File: src/hdl/upt_cfg.svh
`ifndef UPT_CFG_SVH
`define UPT_CFG_SVH
// sample clock rate and half of it, in Hz
`define UPT_CLK_HZ       28'h5f5e100
`define UPT_HALF_HZ      28'h2faf080
// bit rate limits and default, bits per second
`define UPT_BAUD_MIN     28'h0000064
`define UPT_BAUD_MAX     28'h4a7b620
`define UPT_BAUD_RST     28'h001c200
// register offsets
`define UPT_A_LINE       8'h00
`define UPT_A_DPOL       8'h04
`define UPT_A_BAUD       8'h08
`define UPT_A_IDLE       8'h0c
`define UPT_A_TRIG       8'h10
`define UPT_A_NTH        8'h14
`define UPT_A_PATV       8'h18
`define UPT_A_PATC       8'h1c
`define UPT_A_STAT       8'h20
// line configuration fields
`define UPT_F_POL        0
`define UPT_F_SIZE       4:1
`define UPT_F_PAR        6:5
`define UPT_F_STOP       8:7
`define UPT_F_TXEN       9
`define UPT_F_SRC        10
// trigger configuration fields
`define UPT_F_MODE       2:0
`define UPT_F_PLEN       5:4
`define UPT_F_SKIP       27:16
`define UPT_F_NTH        11:0
// reset values, symbol size limits and break wait in bit times
`define UPT_SIZE_RST     4'h8
`define UPT_SIZE_MIN     4'h5
`define UPT_SIZE_MAX     4'h9
`define UPT_IDLE_RST     32'h00000364
`define UPT_NTH_RST      12'h001
`define UPT_PATV_RST     32'h00000001
`define UPT_PATC_RST     32'h000000ff
`define UPT_BRK_BITS     2'h2
`endif

File: src/hdl/upt_pkg.sv
package upt_pkg;
  typedef enum logic [2:0] {
    MODE_BURST, MODE_START, MODE_INDEXED, MODE_SYMBOL,
    MODE_PATTERN, MODE_PARITY, MODE_FRAMING, MODE_BREAK
  } upt_mode_t;
  typedef enum logic [1:0] {PAR_NONE, PAR_ODD, PAR_EVEN} upt_parity_t;
  typedef enum logic [1:0] {STOP_ONE, STOP_ONE_HALF, STOP_TWO} upt_stop_t;
  typedef enum logic [2:0] {
    ST_IDLE, ST_START, ST_DATA, ST_PARITY, ST_STOP1, ST_STOP2, ST_WAITHI
  } upt_dec_state_t;
  typedef struct packed {
    logic start_err;
    logic stop_err;
    logic parity_err;
    logic brk;
  } upt_flags_t;
  typedef struct packed {
    logic [8:0] data;
    upt_flags_t flags;
  } upt_sym_t;
  typedef struct packed {
    logic [3:0]  size;
    upt_parity_t parity;
    upt_stop_t   stop;
  } upt_line_cfg_t;
endpackage

File: src/hdl/upt_trigger.sv
// Operation
// - after polarity, idle level decodes as one, start bit as zero.
// - idle polarity selects low-is-one or high-is-one, default high, both lines.
// - data polarity setting is an alias of idle polarity, default high-active.
// - data bits per symbol 5 to 9, default 8.
// - parity odd, even or none, default none.
// - stop bits one, one and a half or two, default one.
// - bit rate 100 to 78.1E6 bits per second, default 115200.
// - gap at least the burst idle time starts a new burst.
// - transmit line optional, disabled by default, receive only then.
// - transmit use on instance 1 or 3 raises lane_pair_busy for the neighbour instance.
// - trigger evaluates one selectable line, receive or transmit.
// - burst mode fires on first start bit after a long idle.
// - start-bit mode, default, fires on every start bit.
// - indexed mode fires on the n-th symbol of a burst.
// - symbol mode fires on any symbol matching the pattern.
// - pattern mode matches symbols at an offset in the burst.
// - parity mode fires on parity mismatch; framing mode on stop error.
// - break mode fires when all-zero data is followed by stop bits that stay low.
// - pattern up to 32 bits of 0, 1 or don't-care, default 00000001.
// - pattern length one to four symbols, default one.
// - pattern skip count 0 to 4095, default zero.
// - break means line low longer than a symbol after start bit.
`timescale 1ns/10ps
`include "upt_cfg.svh"

module upt_decoder (
  input  wire logic                   ref_clk,
  input  wire logic                   rst,
  input  wire logic                   enable,
  input  wire logic                   line,
  input  wire upt_pkg::upt_line_cfg_t cfg,
  input  wire logic [27:0]            baud,
  input  wire logic [31:0]            idle_cycles,
  output logic                        start_pulse,
  output logic                        burst_pulse,
  output logic                        sym_valid,
  output upt_pkg::upt_sym_t           sym,
  output logic [11:0]                 sym_index,
  output logic                        brk_pulse
);
  upt_pkg::upt_dec_state_t state;
  logic [27:0] acc;
  logic [28:0] acc_sum;
  logic        tick;
  logic        half_tick;
  logic [3:0]  bit_cnt;
  logic [8:0]  shreg;
  logic        par_err;
  logic [31:0] idle_cnt;
  logic [1:0]  brk_wait;
  logic        stop2_due;

  assign acc_sum   = {1'b0, acc} + {1'b0, baud};
  assign tick      = acc_sum >= {1'b0, `UPT_CLK_HZ};
  assign half_tick = (acc < `UPT_HALF_HZ) && (acc_sum >= {1'b0, `UPT_HALF_HZ});
  assign stop2_due = (cfg.stop == upt_pkg::STOP_ONE_HALF) ? half_tick : tick;

  // phase accumulator parked at half a bit while idle so ticks land mid-bit
  always_ff @(posedge ref_clk or posedge rst) begin
    if (rst) begin
      acc <= `UPT_HALF_HZ;
    end else if (state == upt_pkg::ST_IDLE) begin
      acc <= `UPT_HALF_HZ;
    end else if (tick) begin
      acc <= acc_sum[27:0] - `UPT_CLK_HZ;
    end else begin
      acc <= acc_sum[27:0];
    end
  end

  // saturates so the first start after reset opens a burst
  always_ff @(posedge ref_clk or posedge rst) begin
    if (rst) begin
      idle_cnt <= 32'hffffffff;
    end else if (state != upt_pkg::ST_IDLE) begin
      idle_cnt <= 32'h00000000;
    end else if (line && idle_cnt != 32'hffffffff) begin
      idle_cnt <= idle_cnt + 32'h00000001;
    end
  end

  always_ff @(posedge ref_clk or posedge rst) begin
    if (rst) begin
      state       <= upt_pkg::ST_IDLE;
      start_pulse <= 1'b0;
      burst_pulse <= 1'b0;
      sym_valid   <= 1'b0;
      brk_pulse   <= 1'b0;
      sym         <= '0;
      sym_index   <= 12'h000;
      bit_cnt     <= 4'h0;
      shreg       <= 9'h000;
      par_err     <= 1'b0;
      brk_wait    <= 2'h0;
    end else begin
      start_pulse <= 1'b0;
      burst_pulse <= 1'b0;
      sym_valid   <= 1'b0;
      brk_pulse   <= 1'b0;
      case (state)
        upt_pkg::ST_IDLE: begin
          if (enable && !line) begin
            state       <= upt_pkg::ST_START;
            start_pulse <= 1'b1;
            par_err     <= 1'b0;
            if (idle_cnt >= idle_cycles) begin
              burst_pulse <= 1'b1;
              sym_index   <= 12'h000;
            end else if (sym_index != 12'hfff) begin
              sym_index <= sym_index + 12'h001;
            end
          end
        end
        upt_pkg::ST_START: begin
          if (tick) begin
            if (line) begin
              sym_valid <= 1'b1;
              sym       <= '{data: 9'h000, flags: '{1'b1, 1'b0, 1'b0, 1'b0}};
              state     <= upt_pkg::ST_IDLE;
            end else begin
              bit_cnt <= 4'h0;
              shreg   <= 9'h000;
              state   <= upt_pkg::ST_DATA;
            end
          end
        end
        upt_pkg::ST_DATA: begin
          if (tick) begin
            shreg[bit_cnt] <= line;
            bit_cnt        <= bit_cnt + 4'h1;
            if (bit_cnt == cfg.size - 4'h1) begin
              state <= (cfg.parity == upt_pkg::PAR_ODD || cfg.parity == upt_pkg::PAR_EVEN) ?
                       upt_pkg::ST_PARITY : upt_pkg::ST_STOP1;
            end
          end
        end
        upt_pkg::ST_PARITY: begin
          if (tick) begin
            par_err <= ((^shreg) ^ line) != (cfg.parity == upt_pkg::PAR_ODD);
            state   <= upt_pkg::ST_STOP1;
          end
        end
        upt_pkg::ST_STOP1, upt_pkg::ST_STOP2: begin
          if ((state == upt_pkg::ST_STOP1) ? tick : stop2_due) begin
            if (line && state == upt_pkg::ST_STOP1 && cfg.stop != upt_pkg::STOP_ONE) begin
              state <= upt_pkg::ST_STOP2;
            end else begin
              sym_valid <= 1'b1;
              sym       <= '{data: shreg, flags: '{1'b0, !line, par_err, 1'b0}};
              state     <= line ? upt_pkg::ST_IDLE : upt_pkg::ST_WAITHI;
              brk_wait  <= (!line && shreg == 9'h000) ? `UPT_BRK_BITS : 2'h0;
            end
          end
        end
        upt_pkg::ST_WAITHI: begin
          // a stop error keeps decoding parked until the line returns to idle
          if (line) begin
            state <= upt_pkg::ST_IDLE;
          end else if (tick && brk_wait != 2'h0) begin
            brk_wait <= brk_wait - 2'h1;
            if (brk_wait == 2'h1) begin
              brk_pulse <= 1'b1;
              sym_valid <= 1'b1;
              sym       <= '{data: 9'h000, flags: '{1'b0, 1'b1, 1'b0, 1'b1}};
            end
          end
        end
        default: state <= upt_pkg::ST_IDLE;
      endcase
    end
  end

  chk_start_catch: assert property (@(posedge ref_clk) disable iff (rst)
    state == upt_pkg::ST_IDLE && enable && !line |=> state == upt_pkg::ST_START && start_pulse)
    else $error("start edge not taken");
  chk_break_low: assert property (@(posedge ref_clk) disable iff (rst)
    brk_pulse |-> $past(!line) && sym.flags.brk && state == upt_pkg::ST_WAITHI)
    else $error("break flagged on a high line");
endmodule

module upt_trigger #(
  parameter int unsigned BUS_INDEX = 1
) (
  input  wire logic        ref_clk,
  input  wire logic        rst,
  input  wire logic        rx_in,
  input  wire logic        tx_in,
  input  wire logic [7:0]  reg_addr,
  input  wire logic [31:0] reg_wdata,
  input  wire logic        reg_wr,
  input  wire logic        reg_rd,
  output logic [31:0]      reg_rdata,
  output logic             trig_out,
  output logic             sym_valid,
  output upt_pkg::upt_sym_t sym,
  output logic             lane_pair_busy
);
  logic [2:0]             rx_sync;
  logic [2:0]             tx_sync;
  logic                   rx_lvl;
  logic                   tx_lvl;
  logic                   pol_low;
  upt_pkg::upt_line_cfg_t line_cfg;
  logic                   tx_en;
  logic                   src_tx;
  logic [27:0]            baud;
  logic [31:0]            idle_cycles;
  upt_pkg::upt_mode_t     mode;
  logic [1:0]             plen;
  logic [11:0]            skip;
  logic [11:0]            nth;
  logic [31:0]            pat_val;
  logic [31:0]            pat_care;
  logic [15:0]            trig_cnt;
  logic                   pat_run;
  logic                   d_start [2];
  logic                   d_burst [2];
  logic                   d_valid [2];
  upt_pkg::upt_sym_t      d_sym [2];
  logic [11:0]            d_index [2];
  logic                   d_brk [2];
  logic                   sel;
  logic                   s_ok;
  logic [11:0]            pat_k;
  logic                   in_win;
  logic                   pat_m;
  logic                   fire;

  function automatic logic sym_match(input logic [8:0] d, input logic [8:0] v, input logic [8:0] c);
    sym_match = ((d ^ v) & c) == 9'h000;
  endfunction

  function automatic logic [3:0] clamp_size(input logic [3:0] s);
    clamp_size = (s < `UPT_SIZE_MIN) ? `UPT_SIZE_MIN : (s > `UPT_SIZE_MAX) ? `UPT_SIZE_MAX : s;
  endfunction

  // change accepted once the second and third stages agree
  always_ff @(posedge ref_clk or posedge rst) begin
    if (rst) begin
      rx_sync <= 3'h7;
      tx_sync <= 3'h7;
      rx_lvl  <= 1'b1;
      tx_lvl  <= 1'b1;
    end else begin
      rx_sync <= {rx_sync[1:0], rx_in};
      tx_sync <= {tx_sync[1:0], tx_in};
      if (rx_sync[1] == rx_sync[2]) begin
        rx_lvl <= rx_sync[2];
      end
      if (tx_sync[1] == tx_sync[2]) begin
        tx_lvl <= tx_sync[2];
      end
    end
  end

  always_ff @(posedge ref_clk or posedge rst) begin
    if (rst) begin
      pol_low     <= 1'b0;
      line_cfg    <= '{`UPT_SIZE_RST, upt_pkg::PAR_NONE, upt_pkg::STOP_ONE};
      tx_en       <= 1'b0;
      src_tx      <= 1'b0;
      baud        <= `UPT_BAUD_RST;
      idle_cycles <= `UPT_IDLE_RST;
      mode        <= upt_pkg::MODE_START;
      plen        <= 2'h0;
      skip        <= 12'h000;
      nth         <= `UPT_NTH_RST;
      pat_val     <= `UPT_PATV_RST;
      pat_care    <= `UPT_PATC_RST;
    end else if (reg_wr) begin
      case (reg_addr)
        `UPT_A_LINE: begin
          pol_low         <= reg_wdata[`UPT_F_POL];
          line_cfg.size   <= clamp_size(reg_wdata[`UPT_F_SIZE]);
          line_cfg.parity <= upt_pkg::upt_parity_t'(reg_wdata[`UPT_F_PAR]);
          line_cfg.stop   <= upt_pkg::upt_stop_t'(reg_wdata[`UPT_F_STOP]);
          tx_en           <= reg_wdata[`UPT_F_TXEN];
          src_tx          <= reg_wdata[`UPT_F_SRC];
        end
        `UPT_A_DPOL: pol_low <= reg_wdata[`UPT_F_POL];
        `UPT_A_BAUD: begin
          if (reg_wdata[27:0] < `UPT_BAUD_MIN || reg_wdata[31:28] != 4'h0) begin
            baud <= (reg_wdata[31:28] != 4'h0) ? `UPT_BAUD_MAX : `UPT_BAUD_MIN;
          end else begin
            baud <= (reg_wdata[27:0] > `UPT_BAUD_MAX) ? `UPT_BAUD_MAX : reg_wdata[27:0];
          end
        end
        `UPT_A_IDLE: idle_cycles <= reg_wdata;
        `UPT_A_TRIG: begin
          mode <= upt_pkg::upt_mode_t'(reg_wdata[`UPT_F_MODE]);
          plen <= reg_wdata[`UPT_F_PLEN];
          skip <= reg_wdata[`UPT_F_SKIP];
        end
        `UPT_A_NTH:  nth <= reg_wdata[`UPT_F_NTH];
        `UPT_A_PATV: pat_val <= reg_wdata;
        `UPT_A_PATC: pat_care <= reg_wdata;
        default: ;
      endcase
    end
  end

  // one decoder per line; the transmit one idles while the line is unused
  upt_decoder u_rx (
    .ref_clk     (ref_clk),
    .rst         (rst),
    .enable      (1'b1),
    .line        (rx_lvl ^ pol_low),
    .cfg         (line_cfg),
    .baud        (baud),
    .idle_cycles (idle_cycles),
    .start_pulse (d_start[0]),
    .burst_pulse (d_burst[0]),
    .sym_valid   (d_valid[0]),
    .sym         (d_sym[0]),
    .sym_index   (d_index[0]),
    .brk_pulse   (d_brk[0])
  );
  upt_decoder u_tx (
    .ref_clk     (ref_clk),
    .rst         (rst),
    .enable      (tx_en),
    .line        (tx_lvl ^ pol_low),
    .cfg         (line_cfg),
    .baud        (baud),
    .idle_cycles (idle_cycles),
    .start_pulse (d_start[1]),
    .burst_pulse (d_burst[1]),
    .sym_valid   (d_valid[1]),
    .sym         (d_sym[1]),
    .sym_index   (d_index[1]),
    .brk_pulse   (d_brk[1])
  );

  assign sel    = tx_en && src_tx;
  assign s_ok   = d_valid[sel] && !d_sym[sel].flags.start_err && !d_sym[sel].flags.brk;
  assign pat_k  = d_index[sel] - skip;
  assign in_win = d_index[sel] >= skip && pat_k <= {10'h000, plen};
  assign pat_m  = sym_match({1'b0, d_sym[sel].data[7:0]}, {1'b0, pat_val[{pat_k[1:0], 3'b000} +: 8]},
                            {1'b0, pat_care[{pat_k[1:0], 3'b000} +: 8]});

  always_comb begin
    case (mode)
      upt_pkg::MODE_BURST:   fire = d_burst[sel];
      upt_pkg::MODE_START:   fire = d_start[sel];
      upt_pkg::MODE_INDEXED: fire = s_ok && d_index[sel] == nth - 12'h001;
      upt_pkg::MODE_SYMBOL:  fire = s_ok && sym_match(d_sym[sel].data, pat_val[8:0], pat_care[8:0]);
      upt_pkg::MODE_PATTERN: fire = s_ok && in_win && pat_k[1:0] == plen && pat_m &&
                                    (pat_k[1:0] == 2'h0 || pat_run);
      upt_pkg::MODE_PARITY:  fire = d_valid[sel] && d_sym[sel].flags.parity_err;
      upt_pkg::MODE_FRAMING: fire = s_ok && d_sym[sel].flags.stop_err;
      upt_pkg::MODE_BREAK:   fire = d_brk[sel];
      default:               fire = 1'b0;
    endcase
  end

  // running match over the leading symbols of the pattern window
  always_ff @(posedge ref_clk or posedge rst) begin
    if (rst) begin
      pat_run <= 1'b0;
    end else if (s_ok && in_win) begin
      pat_run <= (pat_k[1:0] == 2'h0) ? pat_m : (pat_run && pat_m);
    end
  end

  always_ff @(posedge ref_clk or posedge rst) begin
    if (rst) begin
      trig_out       <= 1'b0;
      sym_valid      <= 1'b0;
      sym            <= '0;
      lane_pair_busy <= 1'b0;
      trig_cnt       <= 16'h0000;
    end else begin
      trig_out       <= fire;
      sym_valid      <= d_valid[sel];
      sym            <= d_valid[sel] ? d_sym[sel] : sym;
      lane_pair_busy <= tx_en && (BUS_INDEX == 1 || BUS_INDEX == 3);
      if (fire) begin
        trig_cnt <= trig_cnt + 16'h0001;
      end
    end
  end

  always_ff @(posedge ref_clk or posedge rst) begin
    if (rst) begin
      reg_rdata <= 32'h00000000;
    end else if (reg_rd) begin
      case (reg_addr)
        `UPT_A_LINE: reg_rdata <= {21'h000000, src_tx, tx_en, line_cfg.stop, line_cfg.parity,
                                   line_cfg.size, pol_low};
        `UPT_A_DPOL: reg_rdata <= {31'h00000000, pol_low};
        `UPT_A_BAUD: reg_rdata <= {4'h0, baud};
        `UPT_A_IDLE: reg_rdata <= idle_cycles;
        `UPT_A_TRIG: reg_rdata <= {4'h0, skip, 10'h000, plen, 1'b0, mode};
        `UPT_A_NTH:  reg_rdata <= {20'h00000, nth};
        `UPT_A_PATV: reg_rdata <= pat_val;
        `UPT_A_PATC: reg_rdata <= pat_care;
        `UPT_A_STAT: reg_rdata <= {trig_cnt, 2'h0, lane_pair_busy, sym.flags, sym.data};
        default:     reg_rdata <= 32'h00000000;
      endcase
    end else begin
      reg_rdata <= 32'h00000000;
    end
  end

  chk_start_fire: assert property (@(posedge ref_clk) disable iff (rst)
    mode == upt_pkg::MODE_START && d_start[sel] |=> trig_out)
    else $error("start bit did not fire");
  chk_burst_fire: assert property (@(posedge ref_clk) disable iff (rst)
    mode == upt_pkg::MODE_BURST && !d_burst[sel] |=> !trig_out)
    else $error("burst trigger without burst start");
  chk_parity_fire: assert property (@(posedge ref_clk) disable iff (rst)
    mode == upt_pkg::MODE_PARITY && trig_out |-> sym_valid && sym.flags.parity_err)
    else $error("parity trigger without parity error");
  chk_break_fire: assert property (@(posedge ref_clk) disable iff (rst)
    mode == upt_pkg::MODE_BREAK && trig_out |-> sym.flags.brk && sym.flags.stop_err)
    else $error("break trigger without break symbol");
  chk_reset_cfg: assert property (@(posedge ref_clk) disable iff (rst)
    $past(rst) |-> line_cfg.size == `UPT_SIZE_RST && mode == upt_pkg::MODE_START && !tx_en)
    else $error("wrong defaults after reset");
  chk_lane_pair: assert property (@(posedge ref_clk) disable iff (rst)
    $rose(tx_en) |=> lane_pair_busy == (BUS_INDEX == 1 || BUS_INDEX == 3))
    else $error("neighbour lane state wrong");
  chk_tx_silent: assert property (@(posedge ref_clk) disable iff (rst)
    !tx_en && !$past(tx_en) |-> !d_start[1])
    else $error("disabled transmit line decoded");
  chk_read_lat: assert property (@(posedge ref_clk) disable iff (rst)
    reg_rd && reg_addr == `UPT_A_BAUD |=> reg_rdata == {4'h0, $past(baud)})
    else $error("bit rate readback wrong");
endmodule

File: config.mk
export PLATFORM = sky130hd
export DESIGN_NAME = upt_trigger
export DESIGN_NICKNAME = d
export VERILOG_FILES = /design/src/hdl/upt_pkg.sv /design/src/hdl/upt_trigger.sv
export VERILOG_INCLUDE_DIRS = /design/src /design/src/hdl
export SDC_FILE = /design/constraint.sdc
export NUM_CORES = 1
export LEC_CHECK = 0
export BUFFER_PORTS_ARGS = -buffer_cell sky130_fd_sc_hd__buf_2
export CORE_MARGIN = 4
export CORE_UTILIZATION = 55
export DETAILED_ROUTE_END_ITERATION = 6
export PLACE_DENSITY = 0.74
export SKIP_LAST_GASP = 1
export SLEW_MARGIN = 40
export SYNTH_ARGS = -nofsm -noshare
export SYNTH_HDL_FRONTEND = slang
export SYNTH_SLANG_ARGS = --single-unit
File: constraint.sdc
create_clock -name ref_clk -period 17.5 [get_ports ref_clk]
set_input_delay 0.875 -clock ref_clk [delete_from_list [all_inputs] [get_ports ref_clk]]
set_output_delay 0.875 -clock ref_clk [all_outputs]
set_load 0.05 [all_outputs]
==> metrics.csv <==
stage,metric,value,unit
run_status,status,finished clean,
setup_path,Crit-path slowest cell,fa_1,
placement,Placement Cell Area,29700,um2
global_route,met1 usage,0.404,
setup_path,"setup slack, reg-to-reg",11.99,ns
pwr,Design Power,3.97,mW
setup_path,type of the worst setup path,register to register,
detailed_routing,final wirelength,86.3,mm
synthesis,distinct cell type count after synthesis,106,
pwr,Net Switching,1.57,mW
clock_network,CTS tree,yes,
clock_network,Sink Count,453,
floorplan,Die Y-Extent,236,um
pwr,Flop pwr share,0.341,
clock_network,clock transition at the registers of the reported paths,0.06,ns
setup_path,reg2reg end,trig_cnt[14],
synthesis,Yosys warning count,0,
floorplan,Core Footprint,51400,um2
synthesis,Post-synth EDFFs,0,
timing,Final min period,5.51,ns
clock_network,CTS H-Tree Depth,2,
pwr,Comb pwr share,0.381,
pwr,Max rail drop VDD,0.0000832,V
pwr,Sw Ratio,0.395,
synthesis,Post-synth ARST share,1.00,
timing,Tcrit/Tclk final,0.315,
pwr,P per Cell Area,126,nW/um2
flow_run,max_cap viols,0,
floorplan,Rows,83,
setup_path,Critical Path Max Stage Delay,1.01,ns
floorplan,IO Count,94,
detailed_routing,per-cell routed wire length,23.0,um
global_route,vias in the first global route,23300,
global_route,met3 GRT Util,0.0585,
pwr,Clock Power Share,0.278,
setup_path,arrival time at the worst endpoint,6.00,ns
synthesis,#FFs+latches synth,453,
synthesis,net count after synthesis,3188,
final_layout,Area Growth Syn to Fin,10.1,%
pwr,Leak Pwr,14.2,nW
detailed_routing,Routed Antenna Nets,0,
synthesis,Post-Synthesis Cells,2973,
setup_path,crit-path cells,"nand2_1, buf_4, mux2i_1, ha_2, fa_1, inv_1, ha_1, a21oi_1, a21oi_1, a2111oi_0, nand4_1, a2111oi_0, a31oi_1, buf_4, or3_1, xnor2_1",
global_route,GRT Total Usage,0.301,
synthesis,post-synthesis sequential area ratio,0.401,
detailed_routing,DR vias/cell,6.39,
final_layout,fin nets,3234,
timing,WHS,0.339,ns
clock_network,total setup buffers inserted after CTS,0,
global_route,met2 usage,0.469,
global_route,total global routing overflow,0,
floorplan,Initial Utilization,0.556,
final_layout,Post-Layout Inst Area,31500,um2
setup_path,Worst Setup End Kind,register,
timing,final-report hold violation count,0,
setup_path,worst r2r path cells,16,
clock_network,worst-skew pair later-pin latency,0.62,ns
detailed_routing,drt drc,0,
clock_network,Max clock buf depth,3,
timing,Tightest Pin Transition,0.885,ns
synthesis,synthesized area,28600,um2
floorplan,die area,55700,um2
hold_path,Hold Crit Class,input port to async pin,
timing,worst clock skew,0.0453,ns
clock_network,CTS root buf,clkbuf_16,
detailed_routing,vias after detailed routing,24000,
placement,hpwl dp,64.4,mm
detailed_routing,DRT iter0 DRCs,2495,
timing,RSZ-0062 raised after global routing,false,
timing,"Slew Viols, Final",0,
detailed_routing,Detailed Routing Iterations Pass 1,7,
setup_path,R2R Path Start,tx_en,
setup_path,Worst setup SP type,register,
placement,post-place setup slack,12.10,ns
final_layout,ratio of cells with drive above 1 in the final layout,0.186,
final_layout,Filler cells,4200,
clock_network,# hold bufs at CTS,0,
timing,f_max,181,MHz
setup_path,top fanout value on the critical path,30,
setup_path,required time worst endpoint,17.99,ns
floorplan,Die X,236,um
placement,IO Port Bufs,93,
global_route,initial antenna violation count,12,
clock_network,Post-CTS Resized,0,
timing,worst setup margin,11.99,ns
placement,routability cong.,0.951,
placement,total placed cells including tap cells,3645,
global_route,first-pass GRT wire length,133,mm
final_layout,Final Util,0.613,
clock_network,cts bufs inserted,50,
global_route,gr busiest metal,met2,
pwr,P_int,2.40,mW
timing,final setup fails,0,
global_route,largest net degree at the start of global routing,116,
timing,max_slew headroom,0.393,
final_layout,Non-Filler Instances,3751,
synthesis,top_reg_cell synth,dfrtp_1,
synthesis,Avg Synthesized Cell Area,9.62,um2
timing,setup TNS,0,ns
## power groups by stage
stage	clock [mW]	combinational (mW)	sequential (mW)
2_1_floorplan	0	1.12	1.35
3_3_place_gp	0	1.45	1.36
3_5_place_dp	0	1.48	1.37
4_1_cts	1.12	1.49	1.35
5_1_grt	1.16	1.65	1.37
6_report	1.10	1.51	1.36
## layout make-up
class                           count  area [um2]  area share
Tap cell                          680         851      0.0270
Inverter                          121         467      0.0148
Antenna cell                       11        27.5    0.000874
Multi-Input combinational cell   2270       16200       0.515
Timing Repair Buffer              123         737      0.0234
Clock inverter                     24         303     0.00961
Sequential cell                   453       11500       0.364
Clock buffer                       69        1410      0.0449
## cell families after synthesis
family | share of synthesized area
simple gates | 0.166
compound gates | 0.155
flops | 0.401
mux | 0.102
buf+inv | 0.0353
xor+xnor | 0.0654
fa+ha+maj | 0.0754
## worst max-delay path: cells and delay by family, from the launching register on
| family | cells | cell delay [ns] |
|---|---|---|
| AO/OA/AOI/OAI | 5 | 1.49 |
| XOR/XNOR | 1 | 0.14 |
| adder cells (fa/ha/maj) | 3 | 1.57 |
| buffers and inverters | 3 | 0.79 |
| flip-flops | 1 | 0.48 |
| multiplexers | 1 | 0.21 |
| AND/OR/NAND/NOR | 3 | 0.67 |
## cells in the mapped netlist, types with 16 or more instances
master,n,share of area
nor2_1,281,0.037
a211oi_1,19,0.0050
buf_2,22,0.0038
xnor2_1,107,0.033
o21ai_1,17,0.0030
nand3_1,70,0.012
nor4_1,19,0.0042
a221oi_1,22,0.0067
nor3_1,57,0.010
dfstp_2,117,0.11
dfrtp_1,336,0.29
o21a_1,23,0.0060
nand4_1,58,0.013
a31oi_1,18,0.0039
mux2i_1,85,0.030
nor2b_1,24,0.0052
and2_1,25,0.0055
a21o_1,55,0.014
inv_1,121,0.016
nand2_1,283,0.037
clkbuf_1,82,0.011
and3_1,34,0.0074
a21oi_1,199,0.035
o21ai_0,126,0.022
mux4_2,16,0.013
or3_1,31,0.0068
nand2b_1,24,0.0052
xor2_1,103,0.032
a22o_1,16,0.0049
ha_1,166,0.073
mux2_2,146,0.057
## cells in the final DEF, fill, tap and decap left out, drive strengths merged, types with 19 or more instances in the layout
master and instances:
buf 123, nor2b 24, and3 36, nor2 284, a21o 55, mux2i 85
xnor2 109, o21ai 144, nand2 283, xor2 103, a31oi 19, or3 31
ha 166, mux2 151, and2 25, nand3 74, nand2b 25, a221oi 28
nand4 58, inv 120, a21oi 203, a211oi 23, dfstp 117, nor3 59
o21a 23, dfrtp 336, clkbuf 69, nor4 19
## sequential cells by signal (all words and copies together), names as in the netlist, 8 cells and up
signal          cells
baud               28
idle_cycles        32
line_cfg            8
nth                12
pat_care           32
pat_val            32
reg_rdata          32
skip               12
sym                13
trig_cnt           16
u_rx.acc           28
u_rx.idle_cnt      32
u_rx.shreg          9
u_rx.sym           13
u_rx.sym_index     12
u_tx.acc           28
u_tx.idle_cnt      32
u_tx.shreg          9
u_tx.sym           13
u_tx.sym_index     12
## per-layer routing
metal  vias up  share of wire
li1      10800              -
met1     11800           0.40
met2      1060           0.45
met3       263          0.086
met4         4          0.058
met5         -        0.00027
## how the worst max path moves through the flow
stage / from / to / slack [ns] / cells past startpoint
after floorplan: rst / baud[0] / 4.19 / 1
after global placement: tx_en / trig_cnt[14] / 12.30 / 16
after detailed placement: tx_en / trig_cnt[14] / 12.10 / 16
after CTS: tx_en / trig_cnt[14] / 12.04 / 16
after global routing: tx_en / trig_cnt[14] / 11.80 / 16
final: tx_en / trig_cnt[14] / 11.99 / 16
Power figures use the tool's default switching activity.
